==> src/pkg/tfhp_pkg.sv <==
// Constants, field layout and state types of the tape formatter host port
package tfhp_pkg;
  // Register map, byte addresses
  localparam logic [7:0] CFG_OFS = 8'h00;
  localparam logic [7:0] STAT_OFS = 8'h04;
  localparam logic [7:0] CMD_OFS = 8'h08;
  // Configuration fields
  localparam int CFG_ADDR_LSB = 0;
  localparam int CFG_POL_BIT = 3;
  localparam int CFG_FBYDBY_BIT = 4;
  localparam int CFG_HERCAP_BIT = 5;
  localparam int CFG_GAP25_BIT = 6;
  localparam int CFG_PCHK_BIT = 7;
  localparam int CFG_LGAP_LSB = 8;
  localparam logic [15:0] CFG_RST = 16'h1000;
  // Synchronised host line positions
  localparam int SYNC_W = 25;
  localparam int PI_INIT = 0;
  localparam int PI_CMD_LSB = 1;
  localparam int PI_FAST = 6;
  localparam int PI_LGAP = 7;
  localparam int PI_REW = 8;
  localparam int PI_UNL = 9;
  localparam int PI_LOAD = 10;
  localparam int PI_LAST = 11;
  localparam int PI_CHEN = 12;
  localparam int PI_ADDR_LSB = 13;
  localparam int PI_PAR = 16;
  localparam int PI_DATA_LSB = 17;
  // Command word {reverse, write, file mark, edit, erase}
  localparam int CB_REV = 4;
  localparam int CB_WRT = 3;
  localparam int CB_WFM = 2;
  localparam int CB_EDT = 1;
  localparam int CB_ERS = 0;
  localparam logic [4:0] CMD_READ_FWD = 5'h00;
  localparam logic [4:0] CMD_WRITE = 5'h08;
  localparam logic [4:0] CMD_WFM = 5'h0c;
  localparam logic [4:0] CMD_ERASE_VAR = 5'h09;
  // Fault thresholds and limits
  localparam int FAULT_W = 6;
  localparam logic [3:0] DROP_WR_MIN = 4'h2;
  localparam logic [3:0] DROP_RD_MIN = 4'h3;
  localparam logic [1:0] EXT_INCHES = 2'h1;
  // Open collector output pins
  localparam int PO_W = 6;
  localparam int PO_FBY = 0;
  localparam int PO_DBY = 1;
  localparam int PO_HER = 2;
  localparam int PO_WRITE_CHAR_STROBE = 3;
  localparam int PO_RDY = 4;
  localparam int PO_ONL = 5;
  typedef enum logic [4:0] {
    S_IDLE = 5'h01, S_DATA = 5'h02, S_WINDOW = 5'h04, S_EXTEND = 5'h08, S_STOP = 5'h10
  } tfhp_run_t;
  typedef enum logic [5:0] {
    M_OFFLINE = 6'h01, M_LOADING = 6'h02, M_ONLINE = 6'h04,
    M_REWIND = 6'h08, M_UNL_RW = 6'h10, M_UNLOADING = 6'h20
  } tfhp_mech_t;
endpackage

==> src/pkg/tfhp_wr_if.sv <==
// Carrier between the port control and the write character path
interface tfhp_wr_if;
  logic strobe;
  logic [7:0] raw_byte;
  logic host_par;
  logic pchk_en;
  logic [7:0] char_q;
  logic par_q;
  logic par_err;
  logic vld;
  modport ctl (output strobe, raw_byte, host_par, pchk_en, input char_q, par_q, par_err, vld);
  modport path (input strobe, raw_byte, host_par, pchk_en, output char_q, par_q, par_err, vld);
endinterface

==> src/logic/tfhp_top.sv <==
// Host port of a tape formatter: unit select, command latch, write data, status
module tfhp_top (
  input wire logic CLK_I,
  input wire logic RST_N_I,
  input wire logic [7:0] ADDR_I,
  input wire logic [31:0] WDATA_I,
  input wire logic WR_I,
  input wire logic RD_I,
  output logic [31:0] RDATA_O,
  input wire logic INITIATE_N_I,
  input wire logic DIR_REVERSE_N_I,
  input wire logic WRITE_SELECT_N_I,
  input wire logic FILE_MARK_SELECT_N_I,
  input wire logic EDIT_SELECT_N_I,
  input wire logic ERASE_SELECT_N_I,
  input wire logic FAST_SPEED_REQ_N_I,
  input wire logic LONG_GAP_REQ_N_I,
  input wire logic REWIND_PULSE_N_I,
  input wire logic UNLOAD_PULSE_N_I,
  input wire logic LOAD_ONLINE_PULSE_N_I,
  input wire logic LAST_CHAR_FLAG_N_I,
  input wire logic CHAIN_ENABLE_N_I,
  input wire logic UNIT_ADDR_HIGH_N_I,
  input wire logic UNIT_ADDR_MID_N_I,
  input wire logic UNIT_ADDR_LOW_N_I,
  input wire logic WRITE_PARITY_N_I,
  input wire logic [7:0] WRITE_BYTE_LINES_N_I,
  input wire logic [5:0] PIN_LVL_I,
  output logic [5:0] PIN_DRV_O,
  output logic [5:0] PIN_OE_O,
  input wire logic TAPE_LOADED_I,
  input wire logic AT_LOAD_POINT_I,
  input wire logic LOAD_DONE_I,
  input wire logic UNLOAD_DONE_I,
  input wire logic MOTION_STOPPED_I,
  input wire logic INCH_TICK_I,
  input wire logic CHAR_TICK_I,
  input wire logic BLOCK_DONE_I,
  input wire logic [5:0] FAULT_EVT_I,
  input wire logic CORR_EVT_I,
  input wire logic [3:0] DROP_TRACKS_I,
  input wire logic BLANK_25FT_I,
  output logic MOTION_RUN_O,
  output logic MOTION_REV_O,
  output logic FAST_MODE_O,
  output logic REPOSITION_O,
  output logic LONG_GAP_O,
  output logic REWIND_O,
  output logic UNLOAD_O,
  output logic LOAD_O,
  output logic [4:0] CMD_O,
  output logic [7:0] WCHAR_O,
  output logic WPAR_O,
  output logic WCHAR_VLD_O
);
  logic [tfhp_pkg::SYNC_W-1:0] s;
  logic [tfhp_pkg::SYNC_W-1:0] prev_q;
  logic [15:0] cfg_q;
  logic [31:0] rdata_q;
  tfhp_pkg::tfhp_run_t st_q;
  tfhp_pkg::tfhp_mech_t mech_q;
  logic [4:0] cmd_q;
  logic fby_q, dby_q, write_char_strobe_q, her_q, fast_q, repos_q, gap_q, run_q;
  logic [7:0] gap_cnt_q;
  logic [1:0] inch_q;
  logic [7:0] err_cnt_q;
  logic sel, en, online, init_fall, accept, wr_done, last_char, writing, fault;
  tfhp_wr_if w ();

  // Commands that move data over the write lines, one strobe per character
  function automatic logic takes_chars(input logic [4:0] c);
    return c[tfhp_pkg::CB_WRT] && !c[tfhp_pkg::CB_WFM];
  endfunction
  function automatic logic is_write(input logic [4:0] c);
    return c[tfhp_pkg::CB_WRT];
  endfunction

  // Pins are low true; inversion makes an open (pulled high) line read false
  tfhp_sync #(.W(tfhp_pkg::SYNC_W)) u_sync (
    .clk_i(CLK_I),
    .rst_n_i(RST_N_I),
    .d_i(~{WRITE_BYTE_LINES_N_I, WRITE_PARITY_N_I, UNIT_ADDR_HIGH_N_I, UNIT_ADDR_MID_N_I,
      UNIT_ADDR_LOW_N_I, CHAIN_ENABLE_N_I, LAST_CHAR_FLAG_N_I, LOAD_ONLINE_PULSE_N_I,
      UNLOAD_PULSE_N_I, REWIND_PULSE_N_I, LONG_GAP_REQ_N_I, FAST_SPEED_REQ_N_I,
      DIR_REVERSE_N_I, WRITE_SELECT_N_I, FILE_MARK_SELECT_N_I, EDIT_SELECT_N_I,
      ERASE_SELECT_N_I, INITIATE_N_I}),
    .q_o(s)
  );

  tfhp_wr_path u_wr (
    .clk_i(CLK_I),
    .rst_n_i(RST_N_I),
    .w(w.path)
  );

  // Edge history of the synchronised lines
  always_ff @(posedge CLK_I or negedge RST_N_I) begin
    if (!RST_N_I) begin
      prev_q <= '0;
    end else begin
      prev_q <= s;
    end
  end

  // Select and enable decode
  assign sel = s[tfhp_pkg::PI_ADDR_LSB +: 3] == cfg_q[tfhp_pkg::CFG_ADDR_LSB +: 3];
  assign en = s[tfhp_pkg::PI_CHEN] ^ cfg_q[tfhp_pkg::CFG_POL_BIT];
  assign online = mech_q == tfhp_pkg::M_ONLINE;
  assign init_fall = prev_q[tfhp_pkg::PI_INIT] && !s[tfhp_pkg::PI_INIT];
  assign accept = init_fall && sel && en && online;
  assign last_char = s[tfhp_pkg::PI_LAST];
  assign writing = st_q == tfhp_pkg::S_DATA && takes_chars(cmd_q);
  assign wr_done = write_char_strobe_q && last_char;

  // Write strobe: one per character period while a character command runs
  always_ff @(posedge CLK_I or negedge RST_N_I) begin
    if (!RST_N_I) begin
      write_char_strobe_q <= 1'b0;
    end else begin
      write_char_strobe_q <= writing && CHAR_TICK_I && !wr_done && en;
    end
  end
  assign w.strobe = writing && CHAR_TICK_I && !wr_done && en;
  assign w.raw_byte = s[tfhp_pkg::PI_DATA_LSB +: 8];
  assign w.host_par = s[tfhp_pkg::PI_PAR];
  assign w.pchk_en = cfg_q[tfhp_pkg::CFG_PCHK_BIT];

  // Command execution; disable or leaving line ends the command and stops tape
  always_ff @(posedge CLK_I or negedge RST_N_I) begin
    if (!RST_N_I) begin
      st_q <= tfhp_pkg::S_IDLE;
      cmd_q <= tfhp_pkg::CMD_READ_FWD;
      fby_q <= 1'b0;
      dby_q <= 1'b0;
      run_q <= 1'b0;
      repos_q <= 1'b0;
      inch_q <= 2'h0;
    end else begin
      repos_q <= 1'b0;
      if ((!en || !online) && st_q != tfhp_pkg::S_IDLE) begin
        st_q <= tfhp_pkg::S_STOP;
        dby_q <= 1'b0;
        run_q <= 1'b0;
        if (st_q == tfhp_pkg::S_STOP && MOTION_STOPPED_I) begin
          st_q <= tfhp_pkg::S_IDLE;
          fby_q <= 1'b0;
        end
      end else if (accept && st_q != tfhp_pkg::S_DATA && st_q != tfhp_pkg::S_STOP) begin
        cmd_q <= s[tfhp_pkg::PI_CMD_LSB +: 5];
        fby_q <= 1'b1;
        dby_q <= 1'b1;
        run_q <= 1'b1;
        st_q <= tfhp_pkg::S_DATA;
      end else begin
        case (st_q)
          tfhp_pkg::S_IDLE: begin
            run_q <= 1'b0;
          end
          tfhp_pkg::S_DATA: begin
            if (takes_chars(cmd_q) ? wr_done : BLOCK_DONE_I) begin
              dby_q <= 1'b0;
              if (fast_q && cfg_q[tfhp_pkg::CFG_FBYDBY_BIT]) begin
                fby_q <= 1'b0;
              end
              st_q <= tfhp_pkg::S_WINDOW;
            end
          end
          tfhp_pkg::S_WINDOW: begin
            if (!gap_q && (CHAR_TICK_I || !fast_q)) begin
              inch_q <= 2'h0;
              if (fast_q && is_write(cmd_q) && s[tfhp_pkg::PI_INIT]) begin
                st_q <= tfhp_pkg::S_EXTEND;
              end else begin
                repos_q <= fast_q;
                run_q <= 1'b0;
                st_q <= tfhp_pkg::S_STOP;
              end
            end
          end
          tfhp_pkg::S_EXTEND: begin
            if (INCH_TICK_I) begin
              inch_q <= inch_q + 2'h1;
              if (inch_q + 2'h1 >= tfhp_pkg::EXT_INCHES) begin
                repos_q <= 1'b1;
                run_q <= 1'b0;
                st_q <= tfhp_pkg::S_STOP;
              end
            end
          end
          tfhp_pkg::S_STOP: begin
            run_q <= 1'b0;
            if (MOTION_STOPPED_I) begin
              fby_q <= 1'b0;
              st_q <= tfhp_pkg::S_IDLE;
            end
          end
          default: begin
            st_q <= tfhp_pkg::S_IDLE;
          end
        endcase
      end
    end
  end

  // Long gap: counts character periods after a write record, cut by a new command
  always_ff @(posedge CLK_I or negedge RST_N_I) begin
    if (!RST_N_I) begin
      gap_q <= 1'b0;
      gap_cnt_q <= 8'h00;
    end else if (accept || !en || st_q == tfhp_pkg::S_STOP) begin
      gap_q <= 1'b0;
      gap_cnt_q <= 8'h00;
    end else if (st_q == tfhp_pkg::S_DATA && is_write(cmd_q) && dby_q &&
                 s[tfhp_pkg::PI_LGAP]) begin
      gap_q <= 1'b1;
      gap_cnt_q <= 8'h00;
    end else if (gap_q && CHAR_TICK_I && st_q != tfhp_pkg::S_DATA) begin
      gap_cnt_q <= gap_cnt_q + 8'h01;
      if (gap_cnt_q + 8'h01 >= cfg_q[tfhp_pkg::CFG_LGAP_LSB +: 8]) begin
        gap_q <= 1'b0;
      end
    end
  end

  // Fast mode follows the request on the selected on-line unit
  always_ff @(posedge CLK_I or negedge RST_N_I) begin
    if (!RST_N_I) begin
      fast_q <= 1'b0;
    end else begin
      fast_q <= s[tfhp_pkg::PI_FAST] && sel && online && en;
    end
  end

  // Transport handling: rewind and unload run apart from data transfers
  always_ff @(posedge CLK_I or negedge RST_N_I) begin
    if (!RST_N_I) begin
      mech_q <= tfhp_pkg::M_OFFLINE;
    end else begin
      case (mech_q)
        tfhp_pkg::M_OFFLINE: begin
          if (s[tfhp_pkg::PI_LOAD] && !prev_q[tfhp_pkg::PI_LOAD] && sel && en) begin
            mech_q <= TAPE_LOADED_I ? tfhp_pkg::M_ONLINE : tfhp_pkg::M_LOADING;
          end
        end
        tfhp_pkg::M_LOADING: begin
          if (LOAD_DONE_I) begin
            mech_q <= tfhp_pkg::M_ONLINE;
          end
        end
        tfhp_pkg::M_ONLINE: begin
          if (s[tfhp_pkg::PI_UNL] && !prev_q[tfhp_pkg::PI_UNL] && sel && en) begin
            mech_q <= tfhp_pkg::M_UNL_RW;
          end else if (s[tfhp_pkg::PI_REW] && !prev_q[tfhp_pkg::PI_REW] && sel && en &&
                       st_q == tfhp_pkg::S_IDLE) begin
            mech_q <= tfhp_pkg::M_REWIND;
          end
        end
        tfhp_pkg::M_REWIND: begin
          if (AT_LOAD_POINT_I) begin
            mech_q <= tfhp_pkg::M_ONLINE;
          end
        end
        tfhp_pkg::M_UNL_RW: begin
          if (AT_LOAD_POINT_I) begin
            mech_q <= tfhp_pkg::M_UNLOADING;
          end
        end
        tfhp_pkg::M_UNLOADING: begin
          if (UNLOAD_DONE_I) begin
            mech_q <= tfhp_pkg::M_OFFLINE;
          end
        end
        default: begin
          mech_q <= tfhp_pkg::M_OFFLINE;
        end
      endcase
    end
  end

  // Hard fault: real-time pulse, or held from first error until next command or disable
  assign fault = |FAULT_EVT_I || w.par_err ||
    (is_write(cmd_q) && DROP_TRACKS_I >= tfhp_pkg::DROP_WR_MIN) ||
    (!is_write(cmd_q) && DROP_TRACKS_I >= tfhp_pkg::DROP_RD_MIN) ||
    (cfg_q[tfhp_pkg::CFG_GAP25_BIT] && !is_write(cmd_q) && BLANK_25FT_I);
  always_ff @(posedge CLK_I or negedge RST_N_I) begin
    if (!RST_N_I) begin
      her_q <= 1'b0;
      err_cnt_q <= 8'h00;
    end else begin
      if (!cfg_q[tfhp_pkg::CFG_HERCAP_BIT]) begin
        her_q <= fault && dby_q;
      end else if (dby_q && (fault || CORR_EVT_I)) begin
        her_q <= 1'b1;
      end else if (accept || !en) begin
        her_q <= 1'b0;
      end
      if (fault && dby_q && err_cnt_q != 8'hff) begin
        err_cnt_q <= err_cnt_q + 8'h01;
      end
    end
  end

  // Register port; the setup word steers select, polarity and fault modes
  always_ff @(posedge CLK_I or negedge RST_N_I) begin
    if (!RST_N_I) begin
      cfg_q <= tfhp_pkg::CFG_RST;
      rdata_q <= 32'h0000_0000;
    end else begin
      if (WR_I && ADDR_I == tfhp_pkg::CFG_OFS) begin
        cfg_q <= WDATA_I[15:0];
      end
      rdata_q <= 32'h0000_0000;
      if (RD_I) begin
        case (ADDR_I)
          tfhp_pkg::CFG_OFS: rdata_q <= {16'h0000, cfg_q};
          tfhp_pkg::STAT_OFS: rdata_q <= {7'h00, PIN_LVL_I, mech_q, st_q, err_cnt_q};
          tfhp_pkg::CMD_OFS: rdata_q <= {27'h0000000, cmd_q};
          default: rdata_q <= 32'h0000_0000;
        endcase
      end
    end
  end

  // Output flops; an output enable pulls its line low, i.e. true
  always_ff @(posedge CLK_I or negedge RST_N_I) begin
    if (!RST_N_I) begin
      PIN_OE_O <= 6'h00;
      PIN_DRV_O <= 6'h00;
      {MOTION_RUN_O, MOTION_REV_O, FAST_MODE_O, REPOSITION_O, LONG_GAP_O} <= 5'h00;
      {REWIND_O, UNLOAD_O, LOAD_O} <= 3'h0;
      CMD_O <= 5'h00;
    end else begin
      PIN_DRV_O <= 6'h00;
      PIN_OE_O <= {mech_q == tfhp_pkg::M_ONLINE || mech_q == tfhp_pkg::M_REWIND,
        online && st_q == tfhp_pkg::S_IDLE, write_char_strobe_q, her_q, dby_q, fby_q};
      MOTION_RUN_O <= run_q || gap_q;
      MOTION_REV_O <= cmd_q[tfhp_pkg::CB_REV];
      FAST_MODE_O <= fast_q;
      REPOSITION_O <= repos_q;
      LONG_GAP_O <= gap_q;
      REWIND_O <= mech_q == tfhp_pkg::M_REWIND || mech_q == tfhp_pkg::M_UNL_RW;
      UNLOAD_O <= mech_q == tfhp_pkg::M_UNLOADING;
      LOAD_O <= mech_q == tfhp_pkg::M_LOADING;
      CMD_O <= cmd_q;
    end
  end
  assign RDATA_O = rdata_q;
  assign WCHAR_O = w.char_q;
  assign WPAR_O = w.par_q;
  assign WCHAR_VLD_O = w.vld;

  fby_rise_a: assert property (@(posedge CLK_I) disable iff (!RST_N_I)
    accept && st_q == tfhp_pkg::S_IDLE |=> fby_q && dby_q ##1 PIN_OE_O[tfhp_pkg::PO_FBY])
    else $error("busy did not rise after initiate");
  cmd_latch_a: assert property (@(posedge CLK_I) disable iff (!RST_N_I)
    accept && st_q == tfhp_pkg::S_IDLE |=> cmd_q == $past(s[5:1]))
    else $error("command not latched");
  rew_idle_a: assert property (@(posedge CLK_I) disable iff (!RST_N_I)
    mech_q == tfhp_pkg::M_REWIND |=> !PIN_OE_O[tfhp_pkg::PO_RDY] && !fby_q)
    else $error("ready or busy during rewind");
  ext_repos_a: assert property (@(posedge CLK_I) disable iff (!RST_N_I)
    st_q == tfhp_pkg::S_EXTEND && INCH_TICK_I && !accept && en && online
    |=> repos_q && st_q == tfhp_pkg::S_STOP) else $error("no reposition after one inch");
  fast_mode_a: assert property (@(posedge CLK_I) disable iff (!RST_N_I)
    s[tfhp_pkg::PI_FAST] && sel && online && en |=> ##1 FAST_MODE_O)
    else $error("fast mode not taken");
  chain_off_a: assert property (@(posedge CLK_I) disable iff (!RST_N_I)
    !en && st_q != tfhp_pkg::S_IDLE |=> !dby_q && !run_q) else $error("disable ignored");
  unload_a: assert property (@(posedge CLK_I) disable iff (!RST_N_I)
    online && s[tfhp_pkg::PI_UNL] && !prev_q[tfhp_pkg::PI_UNL] && sel && en
    |=> ##1 !PIN_OE_O[tfhp_pkg::PO_ONL]) else $error("unit stayed on line");
  drop_wr_a: assert property (@(posedge CLK_I) disable iff (!RST_N_I)
    !cfg_q[tfhp_pkg::CFG_HERCAP_BIT] && dby_q && is_write(cmd_q) &&
    DROP_TRACKS_I >= tfhp_pkg::DROP_WR_MIN |=> her_q) else $error("dropout not flagged");
  gap_cut_a: assert property (@(posedge CLK_I) disable iff (!RST_N_I)
    gap_q && accept |=> !gap_q) else $error("long gap not cut by command");
endmodule

==> src/logic/tfhp_sync.sv <==
// Two flip-flop synchroniser for a vector of host lines
module tfhp_sync #(
  parameter int W = 1
) (
  input wire logic clk_i,
  input wire logic rst_n_i,
  input wire logic [W-1:0] d_i,
  output logic [W-1:0] q_o
);
  genvar g;
  // Each line gets its own pair; the first stage feeds only the second
  for (g = 0; g < W; g++) begin : g_bit
    logic meta_q;
    logic sync_q;
    always_ff @(posedge clk_i or negedge rst_n_i) begin
      if (!rst_n_i) begin
        meta_q <= 1'b0;
        sync_q <= 1'b0;
      end else begin
        meta_q <= d_i[g];
        sync_q <= meta_q;
      end
    end
    assign q_o[g] = sync_q;
  end
endmodule

==> src/logic/tfhp_wr_path.sv <==
// Write character path: line reordering and internal odd parity
module tfhp_wr_path (
  input wire logic clk_i,
  input wire logic rst_n_i,
  tfhp_wr_if.path w
);
  logic [7:0] ord;
  genvar g;
  // Highest numbered line is the character's least significant bit
  for (g = 0; g < 8; g++) begin : g_rev
    assign ord[g] = w.raw_byte[7-g];
  end

  // Character and parity captured on each strobe
  always_ff @(posedge clk_i or negedge rst_n_i) begin
    if (!rst_n_i) begin
      w.char_q <= 8'h00;
      w.par_q <= 1'b1;
      w.par_err <= 1'b0;
      w.vld <= 1'b0;
    end else begin
      w.vld <= w.strobe;
      if (w.strobe) begin
        w.char_q <= ord;
        w.par_q <= ~^ord;
        w.par_err <= w.pchk_en && (w.host_par != ~^ord);
      end else begin
        w.par_err <= 1'b0;
      end
    end
  end

  odd_par_a: assert property (@(posedge clk_i) disable iff (!rst_n_i)
    w.vld |-> ^{w.char_q, w.par_q}) else $error("stored parity not odd");
  bit_order_a: assert property (@(posedge clk_i) disable iff (!rst_n_i)
    w.strobe |=> w.char_q[0] == $past(w.raw_byte[7])) else $error("line order wrong");
endmodule

==> config.mk <==
export PLATFORM = sky130hd
export DESIGN_NAME = tfhp_top
export DESIGN_NICKNAME = d
export VERILOG_FILES = /design/src/pkg/tfhp_pkg.sv /design/src/pkg/tfhp_wr_if.sv /design/src/logic/tfhp_top.sv /design/src/logic/tfhp_sync.sv /design/src/logic/tfhp_wr_path.sv
export SDC_FILE = /design/constraint.sdc
export NUM_CORES = 1
export LEC_CHECK = 0
export ABC_AREA = 1
export BUFFER_PORTS_ARGS = -buffer_cell sky130_fd_sc_hd__buf_2
export CAP_MARGIN = 20
export CORE_ASPECT_RATIO = 0.5
export CORE_UTILIZATION = 48
export DETAILED_ROUTE_END_ITERATION = 12
export PLACE_DENSITY_LB_ADDON = 0.08
export SYNTH_ARGS = -nofsm -noshare
export SYNTH_HDL_FRONTEND = slang
export SYNTH_SLANG_ARGS = --single-unit
==> constraint.sdc <==
create_clock -name CLK_I -period 1.87 [get_ports CLK_I]
set_clock_uncertainty 0.1 [all_clocks]
set_input_delay 0.374 -clock CLK_I [delete_from_list [all_inputs] [get_ports CLK_I]]
set_output_delay 0.374 -clock CLK_I [all_outputs]
set_load 0.005 [all_outputs]
==> results of run 1 <==
cell type report:
| cell class | count | share of cell area, % |
|---|---|---|
| Tap cell | 192 | 2.57 |
| Clock inverter | 15 | 1.90 |
| Inverter | 114 | 4.62 |
| Sequential cell | 165 | 44.3 |
| Multi-Input combinational cell | 420 | 26.3 |
| Clock buffer | 17 | 4.55 |
| Timing Repair Buffer | 222 | 15.8 |
worst paths after layout:
path	slack, ps	to
min in group asynchronous	280	u_sync.g_bit[2].meta_q
max in group asynchronous	790	mech_q[4]
min	20	u_sync.g_bit[6].meta_q
min reg2reg	250	REPOSITION_O
max	-180	gap_q
max reg2reg	-180	gap_q
kinds of logic (layout without fill, tap and decap cells):
logic type,after synthesis,in the layout,share of synthesized area [%]
AO/OA/AOI/OAI,70,70,5.75
XOR/XNOR,24,24,3.06
other,1,13,0.0546
multiplexers,9,9,1.47
AND/OR/NAND/NOR,292,293,19.2
adder cells (fa/ha/maj),11,11,2.00
flip-flops,165,165,60.2
buffers and inverters,134,368,8.25
synthesized netlist by cell type, types with 4 or more instances:
master / n / share of area (%)
nor3_1: 11 / 0.80
inv_2: 6 / 0.33
o21ai_0: 17 / 1.2
buf_4: 14 / 1.5
o21ai_1: 5 / 0.36
inv_1: 107 / 5.8
nand3_1: 27 / 2.0
nand4_1: 13 / 1.2
xor2_1: 14 / 1.8
ha_1: 11 / 2.0
o22ai_1: 6 / 0.55
nor2_1: 64 / 3.5
mux2_2: 9 / 1.5
dfstp_2: 4 / 1.5
a21oi_1: 32 / 2.3
nand2_1: 146 / 8.0
xnor2_1: 10 / 1.3
nand3_2: 5 / 0.73
dfrtp_1: 161 / 59
timing repair:
item                                   4_1_cts  5_1_grt
buffers inserted                             7        9
setup endpoints to repair                    3       31
gates cloned                                 0        1
hold buffers                                25        0
gates resized for setup                      5       57
endpoints found under the hold margin       44        0
pin swaps                                    6       28
metal layers:
layer  vias to the layer above  wire, µm  GRT usage [%]
met5                         -         0              0
met1                      2614      7630           30.8
li1                       2668         -              -
met4                         0       172           6.57
met2                       132      7330           36.3
met3                        20       801           5.25
through the flow:
step	worst slack, ps	setup TNS (ps)	utilization [%]	power, W	cell area, µm²
2_1_floorplan	-21.8	-21.8	-	0.00489	6930
3_3_place_gp	-143	-146	59.0	0.00545	8130
3_5_place_dp	-161	-176	59.0	0.00547	8130
4_1_cts	-151	-185	65.8	0.00902	9060
5_1_grt	-334	-1250	67.8	0.00966	9340
6_report	-180	-273	67.8	0.00922	9340
state kept, by name, indices dropped and copies added (netlist names), 8 cells and up:
name and flops:
RDATA_O 25, cfg_q 16, err_cnt_q 8, gap_cnt_q 8, u_sync.g_bit.meta_q 25, u_sync.g_bit.sync_q 25
u_wr.w.char_q 8
power breakdown:
group	internal [W]	total, W	switching (W)
combinational	0.000734	0.00176	0.00103
sequential	0.00381	0.00397	0.000159
clock	0.00181	0.00349	0.00167
critical path: stages, from the launching register on:
cell and delay [ps]:
dfrtp_1 380, and3_4 240, nand3_4 90, nor3_4 140
xor2_1 230, ha_1 310, a21oi_2 130, o21a_1 120
nand3_1 70, nand2_1 60, nand3_1 60, nand2_1 70
==> summary.txt, run 1 <==
Outcome
  • Status: finished with violations
  • Failing checks: setup timing

Synthesis
  • Main synth FF type: dfrtp_1
  • Synth Instances: 706
  • Seq/Total Area, Yosys: 60.2%
  • Synth async-reset ratio: 100%
  • Post-Syn Area per Cell: 9.73 µm²
  • #FFs+latches synth: 165
  • Warnings, synthesis: 0
  • Yosys cell types: 44
  • Post-Syn Area: 0.00687 mm²
  • Post-synth EDFFs: 0

Global route
  • Largest net degree at the start of global routing: 48
  • Tot GR Track Use: 22.6%
  • Vias in the first global route: 5,303
  • GRT Residual Overflow: 0
  • Initial antenna violation count: 0
  • First-pass GRT wire length: 25,400 µm

Setup path
  • CP Data Arrival Time: 2300 ps
  • R2r startpoint: gap_cnt_q[0]
  • Crit path launch: gap_cnt_q[0]
  • Startpoint types: flop
  • Critical path peak fanout: 3
  • R2R depth: 11
  • Worst EP required: 2120 ps
  • Worst Setup End Kind: flop
  • CP Class: reg -> reg

Placed design
  • GPL Wtd Cong: 0.835
  • IO buf count: 132
  • Dpl cells: 1,072
  • Hpwl dp: 11,200 µm

STA
  • Setup ws final: -180 ps
  • Min Clock Period, post-route: 2050 ps
  • Final Hold Violating Endpoints: 0
  • FMAX: 488 MHz
  • Fin crit share: 110%
  • Setup-failing EPs final: 5
  • Fin Hold WS: 18.4 ps
  • Final Max Slew Viols: 0
  • RSZ-0062 raised after global routing: yes

Cells and area
  • Area of the multi-input gates: 0.00246 mm²
  • Layout Nets: 1,046
  • Most common cell after layout, fill and taps aside: dfrtp_1
  • Reg area: 0.00414 mm²
  • Most frequent cells in the layout: 160 x dfrtp_1, 140 x nand2_1, 131 x buf_2
  • P&R area growth vs syn: 36.0%
  • Layout filler cell count: 1,074
  • Finished Layout Cells: 1,145
  • Share of cells above drive strength 1: 32.6%
  • Diode count: 0

Die
  • Placeable Area: 0.0138 mm²
  • I/O Pins: 162
  • Initial Util: 49.9%
  • # rows: 30
  • Die width: 171 µm
  • Die area: 0.0148 mm²
  • Die span in y: 86.6 µm

Clock tree
  • CTS tree: built
  • H-tree depth: 4
  • Sink Count: 165
  • Max Root-Sink Buffers: 2
  • CTS buffer count: 17
  • Clock slew at reported path FFs: 70 ps
  • Clk_lat worst skew: 420 ps
  • CTS Root Cell: clkbuf_16

Hold path
  • Hold Crit Start: FAST_SPEED_REQ_N_I
  • Hold crit path type: in -> reg
  • Worst hold stages: 2

Route
  • Detailed-route via count: 5,434
  • DRT Wirelength: 15,900 µm
  • Drt first-iter violations: 252
  • DRC: 0
  • Via/cell ratio: 4.75
  • Initial DRT Pass Iterations: 5
  • Post-route ant nets: 0
  • Wirelength per Cell: 13.9 µm

Pwr
  • P per Cell Area: 986 mW/mm²
  • Peak supply drop: 0.666 mV
  • Leakage: 5.13 nW

Run
  • Max-cap violations: 0
No activity file was read; power rests on OpenSTA's default activity.
==> inputs of run 2 (changes only) <==
SKIP_LAST_GASP = 1   (was not set)
==> run 2 against run 1 <==
Net effect: the run still ends with setup timing left; critical path depth unchanged; clock power about the same; routed wire length fell by 0.33%; cell count unchanged; count of clock-buffer cells in the layout unchanged; flip-flop and latch count is the same; cell area about the same; largest cell class unchanged; largest power group unchanged.
==> summary.txt, run 2 (synthesized netlist as in run 1, its figures left out) <==
Outcome
  • Status: finished with violations
  • Failing checks: setup timing

Route
  • Wirelength per Cell: 13.9 µm (-0.33%)
  • DRT Wirelength: 15,900 µm (-0.33%)
  • Drt first-iter violations: 233 (-7.5%)
  • Detailed-route via count: 5,438 (+0.074%)
  • Post-route ant nets: 0 (unchanged)
  • Initial DRT Pass Iterations: 5 (unchanged)
  • Via/cell ratio: 4.75 (about the same)
  • DRC: 0 (unchanged)

Pwr
  • Combinational share of power: 19.1% (about the same)
  • P per Cell Area: 986 mW/mm² (about the same)
  • Clk pwr share: 37.8% (about the same)
  • Peak supply drop: 0.662 mV (-0.62%)
  • Sw Pwr: 0.00285 W (-0.28%)
  • Reg power frac: 43.1% (about the same)
  • Leakage: 5.13 nW (about the same)
  • Pint: 0.00636 W (about the same)
  • Sw Ratio: 31.0% (-0.059 points)

STA
  • Final Hold Violating Endpoints: 0 (unchanged)
  • RSZ-0062 raised after global routing: yes
  • Fin crit share: 110% (about the same)
  • Setup-failing EPs final: 3 (-2)
  • Setup ws final: -180 ps (+0.0680 ps)
  • Min Clock Period, post-route: 2050 ps (-0.0680 ps)
  • Final Max Slew Viols: 0 (unchanged)
  • FMAX: 488 MHz (about the same)

Setup path
  • Startpoint types: flop
  • CP Class: reg -> reg
  • Worst Setup End Kind: flop
  • CP Data Arrival Time: 2300 ps (about the same)
  • Worst EP required: 2120 ps (about the same)
  • Critical path peak fanout: 3 (unchanged)

Global route
  • Largest net degree at the start of global routing: 48 (unchanged)
  • Tot GR Track Use: 22.6% (unchanged)
  • Vias in the first global route: 5,303 (unchanged)
  • Initial antenna violation count: 0 (unchanged)
  • First-pass GRT wire length: 25,400 µm (unchanged)
  • GRT Residual Overflow: 0 (unchanged)

Cells and area
  • P&R area growth vs syn: 35.9% (about the same)
  • Layout filler cell count: 1,075 (+0.093%)
  • Post-route cell area: 0.00934 mm² (about the same)
  • Finished Layout Cells: 1,145 (unchanged)
  • Share of cells above drive strength 1: 32.5% (-0.10 points)
  • Diode count: 0 (unchanged)
  • Layout Nets: 1,046 (unchanged)
  • Most common cell after layout, fill and taps aside: dfrtp_1
  • Most frequent cells in the layout: 160 x dfrtp_1, 140 x nand2_1, 131 x buf_2

Die
  • Die span in y: 86.6 µm (unchanged)
  • Die area: 0.0148 mm² (unchanged)
  • Initial Util: 49.9% (unchanged)
  • # rows: 30 (unchanged)
  • I/O Pins: 162 (unchanged)
  • Die width: 171 µm (unchanged)
  • Placeable Area: 0.0138 mm² (unchanged)

Clock tree
  • Clock slew at reported path FFs: 70 ps (about the same)
  • CTS buffer count: 17 (unchanged)
  • CTS tree: built
  • CTS Root Cell: clkbuf_16
  • Sink Count: 165 (unchanged)
  • H-tree depth: 4 (unchanged)
  • Clk_lat worst skew: 420 ps (about the same)
  • Max Root-Sink Buffers: 2 (unchanged)

Placed design
  • Hpwl dp: 11,200 µm (unchanged)
  • Dpl cell area: 0.00813 mm² (unchanged)
  • IO buf count: 132 (unchanged)
  • Dpl cells: 1,072 (unchanged)
  • GPL Wtd Cong: 0.835 (unchanged)

Run
  • Max-cap violations: 0 (unchanged)

Hold path
  • Hold crit path type: in -> reg
==> run 2: changes by cell type in the layout (fill, tap and decap cells not counted) <==
| cell | change |
|---|---|
| o21ai_0 | +1 |
| o21ai_2 | -1 |
==> run 2: cell type report <==
type	instances	area (µm²)	area share, %
clock buffers	17	425	4.56
well taps	192	240	2.57
repair buffers	222	1470	15.8
inverters	114	432	4.62
multi-input cells	420	2450	26.3
flip-flops and latches	165	4140	44.3
clock inverters	15	178	1.90
==> run 2: final timing paths <==
| kind | from | to | slack [ps] | cells past startpoint |
|---|---|---|---|---|
| min in group asynchronous | RST_N_I | u_sync.g_bit[2].meta_q | 280 | 2 |
| worst min register to register | repos_q | REPOSITION_O | 250 | 0 |
| max in group asynchronous | RST_N_I | mech_q[4] | 790 | 3 |
| worst max register to register | gap_cnt_q[0] | gap_q | -180 | 11 |
| worst max-delay path | gap_cnt_q[0] | gap_q | -180 | 11 |
| worst min-delay path | FAST_SPEED_REQ_N_I | u_sync.g_bit[6].meta_q | 20 | 2 |
==> run 2: metrics by stage <==
step	total power, W	util [%]	setup TNS [ps]	hold WS (ps)	setup WS [ps]
floorplan	0.00489	-	-21.8	-21.6	-21.8
global placement	0.00545	59.0	-146	154	-143
detailed placement	0.00547	59.0	-176	160	-161
CTS	0.00902	65.8	-185	10.5	-151
global route	0.00966	67.8	-1260	8.33	-334
finish	0.00921	67.8	-259	20.2	-180
==> run 2: repair_timing <==
action                                 in CTS  in global routing
endpoints found under the hold margin      44                  0
setup endpoints to repair                   3                 31
hold buffers                               25                  0
gates resized for setup                     5                 55
pin swaps                                   6                 28
cloned                                      0                  1
buffers inserted                            7                  9
==> run 2: routing by layer <==
metal	part of all wire, %	GRT usage [%]
met1	48	30.8
met2	46	36.3
met3	5.0	5.25
met4	1.1	6.57
met5	0	0
==> run 2: worst max-delay path, cell delays in order, from the launching register on <==
cell and delay (ps):
dfrtp_1 380, and3_4 240, nand3_4 90, nor3_4 140
xor2_1 230, ha_1 300, a21oi_2 130, o21a_1 120
nand3_1 80, nand2_1 60, nand3_1 60, nand2_1 70
==> run 2: power groups by stage <==
stage | Clock (W) | Sequential [W] | Combinational (W)
after floorplan | 0 | 0.00399 | 0.000892
after global placement | 0 | 0.00400 | 0.00145
after detailed placement | 0 | 0.00401 | 0.00146
after CTS | 0.00354 | 0.00395 | 0.00152
after global routing | 0.00371 | 0.00399 | 0.00196
final | 0.00348 | 0.00397 | 0.00176
==> inputs of run 3 (changes only) <==
ABC_AREA = 0   (was 1)
==> run 3 against run 2 <==
Net effect: the flow still finishes with violations (setup timing); sequential power fell by 3%; largest power group unchanged; sequential share of layout area fell by 0.67 points; count of clock-buffer cells in the layout rose by 1; non-clock buffer count rose by 31; setup slack improved by 57 ps; synthesized cell count fell by 20%; synthesized area fell by 0.82%; die area fell by 0.81%; flip-flop and latch count did not move; register-to-register slack improved by 60 ps.
==> summary.txt, run 3 <==
Synthesis
  • #FFs+latches synth: 165 (unchanged)
  • Post-Syn Area per Cell: 12.1 µm² (+24%)
  • Share of the synthesized area in the top cell type: 59.1% (+0.48 points)
  • Most instantiated cells after synthesis: 161 x dfrtp_1, 52 x nor2_1, 38 x inv_1
  • Synth top area cells: dfrtp_1 59%, mux2_1 3.6%, xnor2_1 3.3%
  • Seq/Total Area, Yosys: 60.7% (+0.50 points)
  • Main synth FF type: dfrtp_1
  • Post-Syn Area: 0.00682 mm² (-0.82%)
  • Post-synth EDFFs: 0 (unchanged)
  • Most common cell in the netlist: dfrtp_1
  • Synth Instances: 563 (-20%)
  • Yosys cell types: 68 (+55%)
  • Synth async-reset ratio: 100% (unchanged)
  • Yosys top cell by area: dfrtp_1
  • Warnings, synthesis: 0 (unchanged)

Setup path
  • R2R depth: 9 (-2)
  • Worst EP required: 2110 ps (about the same)
  • Critical path peak fanout: 3 (unchanged)
  • Worst Setup End Kind: flop
  • Register-to-Register Setup Slack: -120 ps (+60 ps)
  • CP Class: reg -> reg
  • Startpoint types: flop
  • CP Data Arrival Time: 2240 ps (-60 ps)

Clock tree
  • Sink Count: 165 (unchanged)
  • H-tree depth: 4 (unchanged)
  • CTS tree: built
  • Max Root-Sink Buffers: 2 (unchanged)
  • Clk_lat worst skew: 420 ps (about the same)
  • CTS Root Cell: clkbuf_16
  • CTS buffer count: 17 (unchanged)
  • Clock slew at reported path FFs: 70 ps (about the same)

STA
  • Fin crit share: 107% (-3.0 points)
  • Min Clock Period, post-route: 1990 ps (-56.7 ps)
  • RSZ-0062 raised after global routing: yes
  • Final Hold Violating Endpoints: 0 (unchanged)
  • Setup ws final: -124 ps (+56.7 ps)
  • Setup-failing EPs final: 17 (+14)
  • Final Max Slew Viols: 0 (unchanged)
  • FMAX: 502 MHz (+2.8%)

Route
  • Detailed-route via count: 5,043 (-7.3%)
  • Via/cell ratio: 4.93 (+3.9%)
  • DRT Wirelength: 15,600 µm (-1.7%)
  • Drt first-iter violations: 258 (+11%)
  • Post-route ant nets: 0 (unchanged)
  • Initial DRT Pass Iterations: 4 (-1)
  • DRC: 0 (unchanged)
  • Wirelength per Cell: 15.3 µm (+10%)

Die
  • # rows: 30 (unchanged)
  • Die span in y: 86.3 µm (-0.40%)
  • Die area: 0.0147 mm² (-0.81%)
  • I/O Pins: 162 (unchanged)
  • Die width: 171 µm (-0.41%)
  • Placeable Area: 0.0137 mm² (-0.55%)
  • Initial Util: 49.7% (-0.14 points)

Placed design
  • Pre-CTS WS: -271 ps (-111 ps)
  • Dpl cell area: 0.00834 mm² (+2.6%)
  • Hpwl dp: 11,200 µm (-0.20%)
  • Dpl cells: 955 (-11%)
  • IO buf count: 132 (unchanged)
  • GPL Wtd Cong: 0.914 (+9.4%)

Cells and area
  • Post-route cell area: 0.00949 mm² (+1.6%)
  • P&R area growth vs syn: 39.2%
  • Most common cell after layout, fill and taps aside: dfrtp_1
  • Most frequent cells in the layout: 158 x dfrtp_1, 131 x buf_2, 82 x buf_4
  • Finished Layout Cells: 1,022 (-11%)
  • Reg area: 0.00414 mm² (about the same)
  • Area of the multi-input gates: 0.00267 mm² (+8.7%)
  • Layout Nets: 923 (-12%)
  • Final core occ: 69.3% (+1.5 points)
  • Diode count: 0 (unchanged)
  • Layout filler cell count: 1,050 (-2.3%)
  • Share of cells above drive strength 1: 40.8% (+8.3 points)

Global route
  • Vias in the first global route: 4,950 (-6.7%)
  • First-pass GRT wire length: 25,100 µm (-1.3%)
  • Largest net degree at the start of global routing: 45 (-6.3%)
  • GRT Residual Overflow: 0 (unchanged)
  • Initial antenna violation count: 0 (unchanged)
  • Tot GR Track Use: 22.7% (+0.12 points)

Pwr
  • Peak supply drop: 0.694 mV (+4.9%)
  • Leakage: 4.80 nW (-6.4%)
  • Total power: 0.00890 W (-3.4%)
  • P per Cell Area: 938 mW/mm² (-4.9%)

Run
  • Max-cap violations: 0 (unchanged)

Hold path
  • Worst hold stages: 2 (unchanged)
  • Hold crit path type: in -> reg

Outcome
  • Failing checks: setup timing
  • Status: finished with violations
## run 3: kinds of logic (layout without fill, tap and decap cells)
kind of cell,after synthesis,after routing,share of synthesized area [%]
mux,40,40,6.52
fa+ha+maj,11,11,2.02
buf+inv,68,323,4.81
flops,165,165,60.7
simple gates,177,177,14.6
xor+xnor,33,33,4.24
compound gates,68,68,7.07
other cells,1,13,0.0550
## run 3: worst max-delay path: stages, from the launching register on
cell and delay [ps]:
dfrtp_1 380, ha_2 200, nand3_2 80, or2_4 240, xnor2_1 130, ha_1 290, a21o_1 160, a21oi_1 140
o21ai_1 90, a31oi_1 120
## run 3: power breakdown
group	internal (W)	leakage, nW	total (W)	switching, W
Sequential	0.00373	2.15	0.00384	0.000104
Clock	0.00177	0.267	0.00334	0.00157
Combinational	0.000846	2.38	0.00173	0.000881
Total	0.00635	4.80	0.00890	0.00255
## run 3: final cells by class
class	instances	area share [%]
sequential	165	43.6
multi-input combinational	342	28.1
timing repair buffer	253	18.3
clock buffer	18	4.52
tap	192	2.53
inverter	38	1.50
clock inverter	14	1.44
## run 3: path summary, 6_finish.rpt
check	startpoint	endpoint
worst min-delay path	WDATA_I[8]	cfg_q[8]
worst min register to register	u_sync.g_bit[9].meta_q	u_sync.g_bit[9].sync_q
worst max register to register	gap_cnt_q[0]	gap_q
min in group asynchronous	RST_N_I	prev_q[8]
max in group asynchronous	RST_N_I	u_wr.w.par_q
worst max-delay path	gap_cnt_q[0]	gap_q
## run 3: layer usage
metal | track usage [%] | routed length (µm)
met4 | 6.96 | 122
met1 | 32.3 | 7550
met5 | 0 | 0
met2 | 35.4 | 7270
met3 | 4.43 | 676
## run 3: per-stage QoR
stage	hold slack [ps]	setup TNS (ps)
2_1_floorplan	-21.6	-1030
3_3_place_gp	232	-2730
3_5_place_dp	235	-4540
4_1_cts	55.0	-649
5_1_grt	66.1	-2100
6_report	68.6	-774
## run 3: repair_timing
item | 4_1_cts | 5_1_grt
buffers inserted | 5 | 5
resized for setup | 30 | 37
endpoints found under the setup margin | 35 | 40
pin swaps | 13 | 25
endpoints found under the hold margin | 62 | 0
hold buffers | 26 | 0
